File: src/logic/shhp_pkg.sv
// Constants, state encodings and timing figures of the slave host handshake port.
// Assumes a single 20 MHz processor clock and a synchronous active-low reset.

package shhp_pkg;

  // ***********************************************************************
  // Widths and structure
  // ***********************************************************************
  localparam int DATA_W      = 8;
  localparam int FIFO_DEPTH  = 16;
  localparam int SYNC_W      = DATA_W + 2;
  localparam int SYNC_STROBE = DATA_W;
  localparam int SYNC_DIR    = DATA_W + 1;

  // ***********************************************************************
  // Timing
  // ***********************************************************************
  localparam int CLK_PERIOD_NS   = 50;
  localparam int RESET_LOW_NS    = 100;
  localparam int RESET_LOW_CYC   = (RESET_LOW_NS + CLK_PERIOD_NS - 1) / CLK_PERIOD_NS;
  localparam int EDGE_HOLD_CPU   = 2;

  // ***********************************************************************
  // Levels and reset values
  // ***********************************************************************
  localparam logic DIR_WRITE   = 1'h0;
  localparam logic DIR_READ    = 1'h1;
  localparam logic MODE_SLAVE  = 1'h0;
  localparam logic READY_IDLE  = 1'h1;
  localparam logic READY_BUSY  = 1'h0;
  localparam logic [DATA_W-1:0] BYTE_RESET = 8'h00;
  localparam logic [SYNC_W-1:0] SYNC_INIT  = 10'h3ff;

  // ***********************************************************************
  // State machines
  // ***********************************************************************
  typedef enum logic [2:0] {
    WR_IDLE  = 3'h1,
    WR_ARMED = 3'h2,
    WR_LATCH = 3'h4
  } shhp_wr_e;

  typedef enum logic [2:0] {
    RD_IDLE  = 3'h1,
    RD_ARMED = 3'h2,
    RD_DRIVE = 3'h4
  } shhp_rd_e;

endpackage : shhp_pkg

File: src/logic/shhp_fifo.sv
// Flip-flop FIFO with valid/ready on both sides; DEPTH must be a power of two.
// Assumes one clock; push and pop may happen in the same cycle.

`timescale 1ns/1ps
`default_nettype none

module shhp_fifo #(
  parameter int W     = 8,
  parameter int DEPTH = 16
) (
  input  wire logic         clk,
  input  wire logic         rst_b,
  input  wire logic         in_valid,
  output logic              in_ready,
  input  wire logic [W-1:0] in_data,
  output logic              out_valid,
  input  wire logic         out_ready,
  output logic      [W-1:0] out_data
);

  localparam int AW = $clog2(DEPTH);

  logic [W-1:0]  mem_q [DEPTH];
  logic [W-1:0]  mem_d [DEPTH];
  logic [AW-1:0] wr_q;
  logic [AW-1:0] wr_d;
  logic [AW-1:0] rd_q;
  logic [AW-1:0] rd_d;
  logic [AW:0]   cnt_q;
  logic [AW:0]   cnt_d;
  logic          push;
  logic          pop;

  assign in_ready  = (cnt_q != (AW+1)'(DEPTH));
  assign out_valid = (cnt_q != '0);
  assign out_data  = mem_q[rd_q];
  assign push      = in_valid && in_ready;
  assign pop       = out_valid && out_ready;

  always_comb begin
    mem_d = mem_q;
    wr_d  = wr_q;
    rd_d  = rd_q;
    cnt_d = cnt_q;
    if (push) begin
      mem_d[wr_q] = in_data;
      wr_d        = wr_q + 1'b1;
    end
    if (pop) begin
      rd_d = rd_q + 1'b1;
    end
    if (push && !pop) begin
      cnt_d = cnt_q + 1'b1;
    end else if (pop && !push) begin
      cnt_d = cnt_q - 1'b1;
    end
  end

  // Storage holds data only, so it needs no reset
  always_ff @(posedge clk) begin
    mem_q <= mem_d;
  end

  always_ff @(posedge clk) begin
    if (!rst_b) begin
      wr_q  <= '0;
      rd_q  <= '0;
      cnt_q <= '0;
    end else begin
      wr_q  <= wr_d;
      rd_q  <= rd_d;
      cnt_q <= cnt_d;
    end
  end

endmodule : shhp_fifo

`default_nettype wire

File: src/logic/shhp_port.sv
// Slave host handshake port: byte transfers between a host and the processor.
// Assumes the processor side sits on clk; host pins are asynchronous.

`timescale 1ns/1ps
`default_nettype none

module shhp_port (
  input  wire logic                          clk,
  input  wire logic                          rst_b,
  input  wire logic                          mode_select_bit,
  input  wire logic                          port_d_bit0_arm,
  input  wire logic                          port_d_bit1_arm,
  input  wire logic [1:0]                    gpio_d_out,
  input  wire logic [1:0]                    gpio_d_oe_b,
  output logic                               port_d_bit0_out,
  output logic                               port_d_bit0_oe_b,
  output logic                               port_d_bit1_out,
  output logic                               port_d_bit1_oe_b,
  input  wire logic                          port_d_bit2,
  input  wire logic                          port_d_bit3,
  output logic      [1:0]                    port_d_pin_level,
  input  wire logic [shhp_pkg::DATA_W-1:0]   host_data_in,
  output logic      [shhp_pkg::DATA_W-1:0]   host_data_out,
  output logic      [shhp_pkg::DATA_W-1:0]   host_data_oe_b,
  input  wire logic [shhp_pkg::DATA_W-1:0]   tx_byte,
  output logic      [shhp_pkg::DATA_W-1:0]   rx_byte,
  output logic                               rx_valid,
  input  wire logic                          rx_ready,
  output logic                               write_done_interrupt,
  output logic                               read_done_interrupt
);

  logic [shhp_pkg::SYNC_W-1:0] sync_lvl;
  logic                        strobe_lvl;
  logic                        dir_lvl;
  logic [shhp_pkg::DATA_W-1:0] data_lvl;
  logic                        slave;
  logic                        fifo_in_valid;
  logic                        fifo_in_ready;

  // ***********************************************************************
  // Pin synchronisation
  // ***********************************************************************
  shhp_sync #(
    .W    (shhp_pkg::SYNC_W),
    .INIT (shhp_pkg::SYNC_INIT)
  ) u_sync (
    .clk       (clk),
    .rst_b     (rst_b),
    .async_in  ({port_d_bit3, port_d_bit2, host_data_in}),
    .level_out (sync_lvl)
  );

  // Data passes the same filter as the strobe, so both stay aligned
  assign strobe_lvl       = sync_lvl[shhp_pkg::SYNC_STROBE];
  assign dir_lvl          = sync_lvl[shhp_pkg::SYNC_DIR];
  assign data_lvl         = sync_lvl[shhp_pkg::DATA_W-1:0];
  assign port_d_pin_level = {dir_lvl, strobe_lvl};
  assign slave            = (mode_select_bit == shhp_pkg::MODE_SLAVE);

  // ***********************************************************************
  // Edge detection
  // ***********************************************************************
  logic strobe_prev_q, strobe_prev_d;
  logic arm0_prev_q, arm0_prev_d;
  logic arm1_prev_q, arm1_prev_d;
  logic str_fall, str_rise;
  logic arm_in_fall, arm_out_fall;

  always_comb begin
    strobe_prev_d = strobe_lvl;
    arm0_prev_d   = port_d_bit0_arm;
    arm1_prev_d   = port_d_bit1_arm;
  end

  always_ff @(posedge clk) begin
    if (!rst_b) begin
      strobe_prev_q <= shhp_pkg::READY_IDLE;
      arm0_prev_q   <= 1'h0;
      arm1_prev_q   <= 1'h0;
    end else begin
      strobe_prev_q <= strobe_prev_d;
      arm0_prev_q   <= arm0_prev_d;
      arm1_prev_q   <= arm1_prev_d;
    end
  end

  assign str_fall     = strobe_prev_q && !strobe_lvl;
  assign str_rise     = !strobe_prev_q && strobe_lvl;
  assign arm_in_fall  = arm0_prev_q && !port_d_bit0_arm;
  assign arm_out_fall = arm1_prev_q && !port_d_bit1_arm;

  // ***********************************************************************
  // Host write path
  // ***********************************************************************
  shhp_pkg::shhp_wr_e wr_q, wr_d;
  logic               input_ready_q, input_ready_d;
  logic               wr_irq_q, wr_irq_d;
  logic               arm_in_pend_q, arm_in_pend_d;
  logic               arm_in_req;

  // An arm is held pending while the FIFO is full rather than lost
  assign arm_in_req = arm_in_fall || arm_in_pend_q;

  always_comb begin
    wr_d          = wr_q;
    input_ready_d = input_ready_q;
    wr_irq_d      = 1'h0;
    arm_in_pend_d = arm_in_pend_q;
    fifo_in_valid = 1'h0;
    case (wr_q)
      shhp_pkg::WR_IDLE: begin
        arm_in_pend_d = slave && arm_in_req && !fifo_in_ready;
        if (slave && arm_in_req && fifo_in_ready) begin
          wr_d          = shhp_pkg::WR_ARMED;
          input_ready_d = shhp_pkg::READY_BUSY;
        end
      end
      shhp_pkg::WR_ARMED: begin
        if (str_fall && dir_lvl == shhp_pkg::DIR_WRITE) begin
          wr_d = shhp_pkg::WR_LATCH;
        end
      end
      shhp_pkg::WR_LATCH: begin
        if (str_rise) begin
          fifo_in_valid = 1'h1;
          wr_d          = shhp_pkg::WR_IDLE;
          input_ready_d = shhp_pkg::READY_IDLE;
          wr_irq_d      = 1'h1;
        end
      end
      default: begin
        wr_d          = shhp_pkg::WR_IDLE;
        input_ready_d = shhp_pkg::READY_IDLE;
      end
    endcase
    // Leaving slave mode abandons a transfer silently
    if (!slave) begin
      wr_d          = shhp_pkg::WR_IDLE;
      input_ready_d = shhp_pkg::READY_IDLE;
      wr_irq_d      = 1'h0;
      arm_in_pend_d = 1'h0;
      fifo_in_valid = 1'h0;
    end
  end

  always_ff @(posedge clk) begin
    if (!rst_b) begin
      wr_q          <= shhp_pkg::WR_IDLE;
      input_ready_q <= shhp_pkg::READY_IDLE;
      wr_irq_q      <= 1'h0;
      arm_in_pend_q <= 1'h0;
    end else begin
      wr_q          <= wr_d;
      input_ready_q <= input_ready_d;
      wr_irq_q      <= wr_irq_d;
      arm_in_pend_q <= arm_in_pend_d;
    end
  end

  // Room is checked at arm time, so the push below is never refused
  shhp_fifo #(
    .W     (shhp_pkg::DATA_W),
    .DEPTH (shhp_pkg::FIFO_DEPTH)
  ) u_fifo (
    .clk       (clk),
    .rst_b     (rst_b),
    .in_valid  (fifo_in_valid),
    .in_ready  (fifo_in_ready),
    .in_data   (data_lvl),
    .out_valid (rx_valid),
    .out_ready (rx_ready),
    .out_data  (rx_byte)
  );

  // ***********************************************************************
  // Host read path
  // ***********************************************************************
  shhp_pkg::shhp_rd_e          rd_q, rd_d;
  logic                        output_ready_q, output_ready_d;
  logic                        rd_irq_q, rd_irq_d;
  logic                        drive_q, drive_d;
  logic [shhp_pkg::DATA_W-1:0] out_byte_q, out_byte_d;

  always_comb begin
    rd_d           = rd_q;
    output_ready_d = output_ready_q;
    rd_irq_d       = 1'h0;
    drive_d        = drive_q;
    out_byte_d     = out_byte_q;
    case (rd_q)
      shhp_pkg::RD_IDLE: begin
        if (slave && arm_out_fall) begin
          out_byte_d     = tx_byte;
          rd_d           = shhp_pkg::RD_ARMED;
          output_ready_d = shhp_pkg::READY_BUSY;
        end
      end
      shhp_pkg::RD_ARMED: begin
        if (str_fall && dir_lvl == shhp_pkg::DIR_READ) begin
          rd_d    = shhp_pkg::RD_DRIVE;
          drive_d = 1'h1;
        end
      end
      shhp_pkg::RD_DRIVE: begin
        if (str_rise) begin
          rd_d           = shhp_pkg::RD_IDLE;
          drive_d        = 1'h0;
          output_ready_d = shhp_pkg::READY_IDLE;
          rd_irq_d       = 1'h1;
        end
      end
      default: begin
        rd_d           = shhp_pkg::RD_IDLE;
        drive_d        = 1'h0;
        output_ready_d = shhp_pkg::READY_IDLE;
      end
    endcase
    if (!slave) begin
      rd_d           = shhp_pkg::RD_IDLE;
      drive_d        = 1'h0;
      output_ready_d = shhp_pkg::READY_IDLE;
      rd_irq_d       = 1'h0;
    end
  end

  always_ff @(posedge clk) begin
    if (!rst_b) begin
      rd_q           <= shhp_pkg::RD_IDLE;
      output_ready_q <= shhp_pkg::READY_IDLE;
      rd_irq_q       <= 1'h0;
      drive_q        <= 1'h0;
      out_byte_q     <= shhp_pkg::BYTE_RESET;
    end else begin
      rd_q           <= rd_d;
      output_ready_q <= output_ready_d;
      rd_irq_q       <= rd_irq_d;
      drive_q        <= drive_d;
      out_byte_q     <= out_byte_d;
    end
  end

  // ***********************************************************************
  // Pin muxing
  // ***********************************************************************
  assign host_data_out    = out_byte_q;
  assign host_data_oe_b   = {shhp_pkg::DATA_W{!drive_q}};
  assign port_d_bit0_out  = slave ? input_ready_q : gpio_d_out[0];
  assign port_d_bit0_oe_b = slave ? 1'h0 : gpio_d_oe_b[0];
  assign port_d_bit1_out  = slave ? output_ready_q : gpio_d_out[1];
  assign port_d_bit1_oe_b = slave ? 1'h0 : gpio_d_oe_b[1];

  assign write_done_interrupt = wr_irq_q;
  assign read_done_interrupt  = rd_irq_q;
endmodule : shhp_port

`default_nettype wire

File: src/logic/shhp_sync.sv
// Three-stage input synchroniser with a per-bit agreement filter.
// Assumes inputs are asynchronous pins; output changes only when stages two and three agree.

`timescale 1ns/1ps
`default_nettype none

module shhp_sync #(
  parameter int          W    = 10,
  parameter logic [W-1:0] INIT = '1
) (
  input  wire logic         clk,
  input  wire logic         rst_b,
  input  wire logic [W-1:0] async_in,
  output logic      [W-1:0] level_out
);

  logic [W-1:0] s1_q;
  logic [W-1:0] s2_q;
  logic [W-1:0] s3_q;
  logic [W-1:0] lvl_q;
  logic [W-1:0] lvl_d;

  // ***********************************************************************
  // Agreement filter
  // ***********************************************************************
  // The first stage is read only by the second stage
  for (genvar i = 0; i < W; i++) begin : g_filt
    assign lvl_d[i] = (s2_q[i] == s3_q[i]) ? s3_q[i] : lvl_q[i];
  end

  always_ff @(posedge clk) begin
    if (!rst_b) begin
      s1_q  <= INIT;
      s2_q  <= INIT;
      s3_q  <= INIT;
      lvl_q <= INIT;
    end else begin
      s1_q  <= async_in;
      s2_q  <= s1_q;
      s3_q  <= s2_q;
      lvl_q <= lvl_d;
    end
  end

  assign level_out = lvl_q;

endmodule : shhp_sync

`default_nettype wire
File: config.mk
export PLATFORM = sky130hd
export DESIGN_NAME = shhp_port
export DESIGN_NICKNAME = d
export VERILOG_FILES = /design/src/logic/shhp_pkg.sv /design/src/logic/shhp_fifo.sv /design/src/logic/shhp_port.sv /design/src/logic/shhp_sync.sv
export SDC_FILE = /design/constraint.sdc
export NUM_CORES = 1
export LEC_CHECK = 0
export BUFFER_PORTS_ARGS = -buffer_cell sky130_fd_sc_hd__buf_4
export CELL_PAD_IN_SITES_DETAIL_PLACEMENT = 1
export CELL_PAD_IN_SITES_GLOBAL_PLACEMENT = 1
export CORE_ASPECT_RATIO = 2
export CORE_UTILIZATION = 56
export CTS_BUF_LIST = sky130_fd_sc_hd__clkbuf_4
export CTS_CLUSTER_SIZE = 24
export DETAILED_ROUTE_END_ITERATION = 12
export PLACE_DENSITY = 0.86
export SLEW_MARGIN = 20
export SYNTH_ARGS = -nofsm -noshare
export SYNTH_HDL_FRONTEND = slang
export SYNTH_HIERARCHICAL = 1
export SYNTH_SLANG_ARGS = --single-unit
File: constraint.sdc
create_clock -name clk -period 7.06 [get_ports clk]
set_input_delay 0.706 -clock clk [delete_from_list [all_inputs] [get_ports clk]]
set_output_delay 0.706 -clock clk [all_outputs]
set_load 0.1 [all_outputs]
-- Yosys cells after proc, flatten, opt, wreduce, memory -nomap -nowiden
Index checks and enable logic that the tools add are counted.
- add/subtract/negate cells: 4
- $lt $le $gt $ge: 3
- equality and inequality tests: 23
- multiplexer cells: 30
- bitwise operators: 9
- reduce and logical (&&, ||, !) cells: 34
- operators by type and width (operator ; number):
    128-bit bitwise mux ; 1
    8-bit binary-select mux with 4-bit select ; 1
    8-bit demux with 4-bit select ; 1
    8-bit two-way mux ; 3
    3-bit case mux with 3 select lines ; 2
    1-bit logical AND ; 15
    3-bit two-way mux ; 5
    3-bit AND reduction ; 5
    1-bit two-way mux ; 12
    2-bit inequality test (second input constant) ; 6
    1-bit == test ; 10
    5-bit greater-or-equal comparator (second input constant) ; 2
    5-bit two-way mux ; 2
    4-bit inverter with 5-bit output ; 2
    1-bit case mux with 3 select lines ; 3
    4-bit by 1-bit adder with 4-bit output (second input constant) ; 2
    1-bit zero test ; 8
    1-bit inverter ; 7
    3-bit by 1-bit == test with 1-bit output (second input constant) ; 2
    3-bit by 2-bit == test with 1-bit output (second input constant) ; 2
    3-bit == test (second input constant) ; 2
    5-bit by 1-bit adder with 5-bit output (second input constant) ; 1
    5-bit by 1-bit < comparator with 1-bit output (second input constant) ; 1
    5-bit inequality test (second input constant) ; 1
    other kinds (7) ; 7
- register bits: 204
- input port bits: 28
- output and inout bits: 33
- logic and storage cells: 147

-- Depth between registers and ports, before layout
- depth in word-level cells: 10
- mapped depth: 12
- gate-level depth less buffers: 12

-- Modules after synthesis
Netlist, hierarchy kept.
- by module, submodules not included (module ; times used ; cells each ; area each (µm²) ; sequential area each (µm²)):
    shhp_fifo ; 1 ; 302 ; 5669.2 ; 4103.9
    shhp_sync ; 1 ; 104 ; 1146.1 ; 800.8
    shhp_port ; 1 ; 111 ; 1062.3 ; 460.4

-- Worst setup path after synthesis
OpenSTA, ideal clock, no wires.
- kind: register -> register
- start: reg u_sync.lvl_q[8] (netlist: u_sync/level_out[8])
- end: reg u_fifo.cnt_q[3]
- library setup time: 62 ps
- data arrival time: 3343 ps
- data required time: 6998 ps
- slack: 3654 ps
- cell stages (with the launch flop): 12
- path buffers: 0
- period minus slack after synthesis: 3406 ps
- cells stage by stage: dfxtp_1 > nor2b_1 > nand2_1 > nor2_1 > a21boi_2 > ha_1 > inv_1 > ha_1 > a21o_2 > a21oi_1 > or4b_2 > nand3_1
- word-level cells in the longest chain between the ends: 8
- elaborated cells on any way between the ends: 10
- classes of those cells: 4 x mux; 6 x reduce/logical
- RTL lines (element ; RTL line ; text):
    from (decl) ; shhp_sync.sv:20 ; logic [W-1:0] lvl_q;
    from (signal assigned) ; shhp_sync.sv:41 ; lvl_q <= lvl_d;
    1-bit logical AND (*) ; shhp_port.sv:89 ; assign str_rise = !strobe_prev_q && strobe_lvl;
    1-bit two-way mux (*) ; shhp_port.sv:125 ; if (str_rise) begin
    1-bit two-way mux (*) ; shhp_port.sv:111 ; case (wr_q)
    1-bit two-way mux (*) ; shhp_port.sv:138 ; if (!slave) begin
    net fifo_in_valid ; shhp_port.sv:38 ; logic fifo_in_valid;
    1-bit logical AND (*) ; shhp_fifo.sv:37 ; assign push = in_valid && in_ready;
    net u_fifo.push ; shhp_fifo.sv:31 ; logic push;
    1-bit zero test ; shhp_fifo.sv:54 ; end else if (pop && !push) begin
    1-bit logical AND ; shhp_fifo.sv:54 ;
    2-bit nonzero test (no source line) ; - ;
    to (signal assigned) ; shhp_fifo.sv:72 ; cnt_q <= cnt_d;
    to (decl) ; shhp_fifo.sv:29 ; logic [AW:0] cnt_q;
Mark *: on every way through the listed nets, which the timed path passes. The rest lies on a longest branch.
A chain may end at the register's enable or synchronous reset.

-- Final worst setup path
- start: reg u_fifo.rd_q[0]
- end: out rx_byte[7] in the netlist's numbering
- word-level cells in the longest chain between the ends: 4
- RTL lines (element ; RTL line ; text):
    from (decl) ; shhp_fifo.sv:27 ; logic [AW-1:0] rd_q;
    from (signal assigned) ; shhp_fifo.sv:71 ; rd_q <= rd_d;
    4-bit inverter with 5-bit output (not written as such) ; shhp_fifo.sv:36 ; assign out_data = mem_q[rd_q];
    8-bit binary-select mux with 4-bit select ; shhp_fifo.sv:36 ;
    8-bit two-way mux (not written as such) (2 in a row) ; shhp_fifo.sv:36 ;
    to (decl) ; shhp_port.sv:26 ; output logic [shhp_pkg::DATA_W-1:0] rx_byte,
Every way passes these cells. The select of a mux whose other input is x is not followed.

==> out/results.tsv <==
metric	value	unit
status	finished, final reports clean	
Max Clk Rate	300	MHz
RSZ-0062 raised after global routing	false	
Setup CP Type	flip-flop to output pin	
Slew Limit Fails	0	
largest net degree at the start of global routing	72	
postcts setup bufs	0	
dpl cells	741	
Comb power frac	16.9	%
compound-gate portion of the synthesized area	5.83	%
Simple-Gate Fraction of Synth Area	10.2	%
clock root cell	clkbuf_4	
Die X	85.9	um
max_cap viols	0	
P_sw	0.717	mW
Area contributors post-synth	edfxtp_1 (49%), dfxtp_1 (19%), mux4_2 (9.1%)	
Sum Neg Setup Slack	0	ns
crit start category	flip-flop	
CP Capture Type	output pin	
R2R cell count	11	
Skew-Pair Late Insertion Delay	0.58	ns
Core Area	13800	um^2
Die Y	170	um
top sig layer	met4	
Seq. cell area	5370	um^2
power consumption	2.58	mW
H-tree levels	2	
Slew @ Worst Pin	0.980	ns
Synth top area share	48.8	%
drt total wl	16.6	mm
Critical Path Fanout Max	35	
post-synthesis sequential area ratio	68.1	%
routed vias	4574	
Tmin final	3.33	ns
reg-to-reg endpoint	u_fifo/cnt_q[3]	
hold_buf cts	0	
Cell Count, Final, Fillers Out	816	
Reg power frac	50.9	%
initial DRC count	160	
share of cells above drive strength 1	28.6	%
Setup WS pre-CTS	3.95	ns
Total Nets Final	634	
area grow syn2layout	13.9	%
drt first pass iters	4	
Final Setup Violations	0	
ys flop type	edfxtp_1	
fillcell total	1286	
Ys Warns	6	
initial antenna violation count	1	
clock power share	32.2	%
worst hold endpoint	u_sync/s1_q[7]	
Final HPWL DP	11.5	mm
Synth Area in XOR/XNOR	0.778	%
met2 WL	9.89	mm
setup ws final	3.73	ns
top-count cell post-synth	edfxtp_1	
Power Dens Cells	288	nW/um^2
worst path required time	6.35	ns
Peak VDD IR	0.243	mV
initial core utilization	57.0	%
most instantiated cells after synthesis	edfxtp_1 (128), dfxtp_1 (76), nand2b_1 (41), mux4_2 (32), nor2_1 (30)	
M1 wire length	5.57	mm
Post-synth ARST share	0	%
port bufs	60	
leak pwr	2.81	nW
area occupied by multi-input gates	2330	um^2
hold path startpoint	host_data_in[7]	
IO Count	61	
post-route ant nets	0	
Sw Ratio	27.7	%
cell count after synthesis	517	
Placer Congestion	0.792	
mux cell area share after synthesis	11.1	%
clock skew	0.0282	ns
reg-to-reg slack, setup	3.94	ns
EDFF count, synth	128	
Via density	5.61	
Post-Synth Adder-Cell Area	1.68	%
total grt overflow	0	
WL/cell	20.4	um
deepest clock path buffer count	3	
post-cts repair resize count	0	
final hold vios	0	
Arrival @ worst endpoint	2.63	ns
Synthesized Nets	555	
Worst-path clk slew	0.07	ns
Max-slew headroom	34.4	%
largest family of logic cells by synthesized area	multiplexers	
Internal Power	1.87	mW
Hold Path Depth	2	
Synth Area per Inst	15.2	um^2
Seq cells post-synth	204	
DRC Markers	0	
Post-Synthesis Cell Area	7880	um^2
vias in the first global route	5124	
worst hold path class	input pin to flip-flop	
final worst-path cycle share	47.2	%
number of clock sinks	204	
CTS buffer count	42	
CTS tree	built	
met3 wire len	550	um
area leader, netlist	edfxtp_1	
first-pass GRT wire length	26.0	mm
die area	14600	um^2
Cell Rows	61	
reg2reg start	u_sync/level_out[8]	
GRT Total Usage	23.7	%
Yosys cell types	51	
## state kept, by name (all words and copies together) (netlist names)
register and count:
u_sync/level_out 10, arm0_prev_q 1, arm_in_pend_q 1, drive_q 1, u_sync/s2_q 10, u_fifo/cnt_q 5, read_done_interrupt 1, host_data_out 8
u_sync/s3_q 10, strobe_prev_q 1, rd_q 3, u_fifo/rd_q 4, input_ready_q 1, u_sync/s1_q 10, wr_q 3, u_fifo/mem_q 128
output_ready_q 1, arm1_prev_q 1, u_fifo/wr_q 4, write_done_interrupt 1
## layout make-up
type,count,share of cell area [%]
Sequential cell,204,59.8
Multi-Input combinational cell,278,26.0
Clock buffer,66,5.52
Timing Repair Buffer,65,5.44
Tap cell,189,2.64
Clock inverter,8,0.377
Inverter,5,0.209
Antenna cell,1,0.0279
## power groups by stage
stage	clock [mW]	combinational (mW)	sequential [mW]
2_1_floorplan	0	0.361	1.32
3_3_place_gp	0	0.428	1.34
3_5_place_dp	0	0.441	1.34
4_1_cts	0.855	0.442	1.31
5_1_grt	0.908	0.465	1.32
6_report	0.833	0.437	1.31
## layout by cell type (no fill, tap or decap), drive strengths merged, types with 2 or more instances in the layout
cell    count
edfxtp    128
mux2i      13
nor4        2
ha          9
a21o        2
nor3        7
inv         6
nand2      21
a22oi      17
buf        65
and2       11
nor2       30
a21oi      19
clkinv      6
o32ai       2
nand3       6
xnor2       7
mux2        2
o21ai      14
and2b       3
nand2b     41
nor2b      19
o211ai      3
a211oi      2
dfxtp      76
clkbuf     66
mux4       32
nor3b       2
## how the worst max path moves through the flow
stage,from,to,slack [ns],cells past startpoint
floorplan,u_sync/level_out[8],u_fifo/cnt_q[3],3.65,11
global placement,mode_select_bit,u_fifo/cnt_q[3],4.07,10
detailed placement,u_sync/level_out[8],u_fifo/cnt_q[3],3.95,11
CTS,u_fifo/rd_q[0],rx_byte[7],3.67,5
global route,u_fifo/rd_q[0],rx_byte[7],3.54,5
finish,u_fifo/rd_q[0],rx_byte[7],3.73,5
## through the flow
step | hold WS (ns) | area [um^2] | util [%]
6_report | 0.304 | 8970 | 64.9
5_1_grt | 0.277 | 8970 | 64.9
4_1_cts | 0.278 | 8970 | 64.9
3_5_place_dp | 0.393 | 8440 | 61.1
3_3_place_gp | 0.388 | 8440 | 61.1
2_1_floorplan | 0.386 | 7880 | -
## worst max-delay path, cell delays in order (launching register included)
cell     delay [ns]
dfxtp_2        0.31
buf_4          0.53
mux4_2         0.59
a22oi_1        0.24
nand2_1        0.11
buf_4          0.24
## per-layer routing
layer,track usage [%],up-vias
met5,0,-
met4,11.7,0
met3,3.40,42
met2,47.1,124
met1,22.7,2301
li1,-,2107
## cells by family (layout without fill, tap and decap cells)
family / count (synthesis) / in the layout
adders and majority gates: 10 / 10
buffers and inverters: 35 / 144
AOI/OAI and AO/OA: 67 / 67
and+or+nand+nor: 147 / 147
xor gates and xnor gates: 7 / 7
DFF: 204 / 204
other: 0 / 1
muxes: 47 / 47
Note: power is estimated with default switching activity, not from simulation.
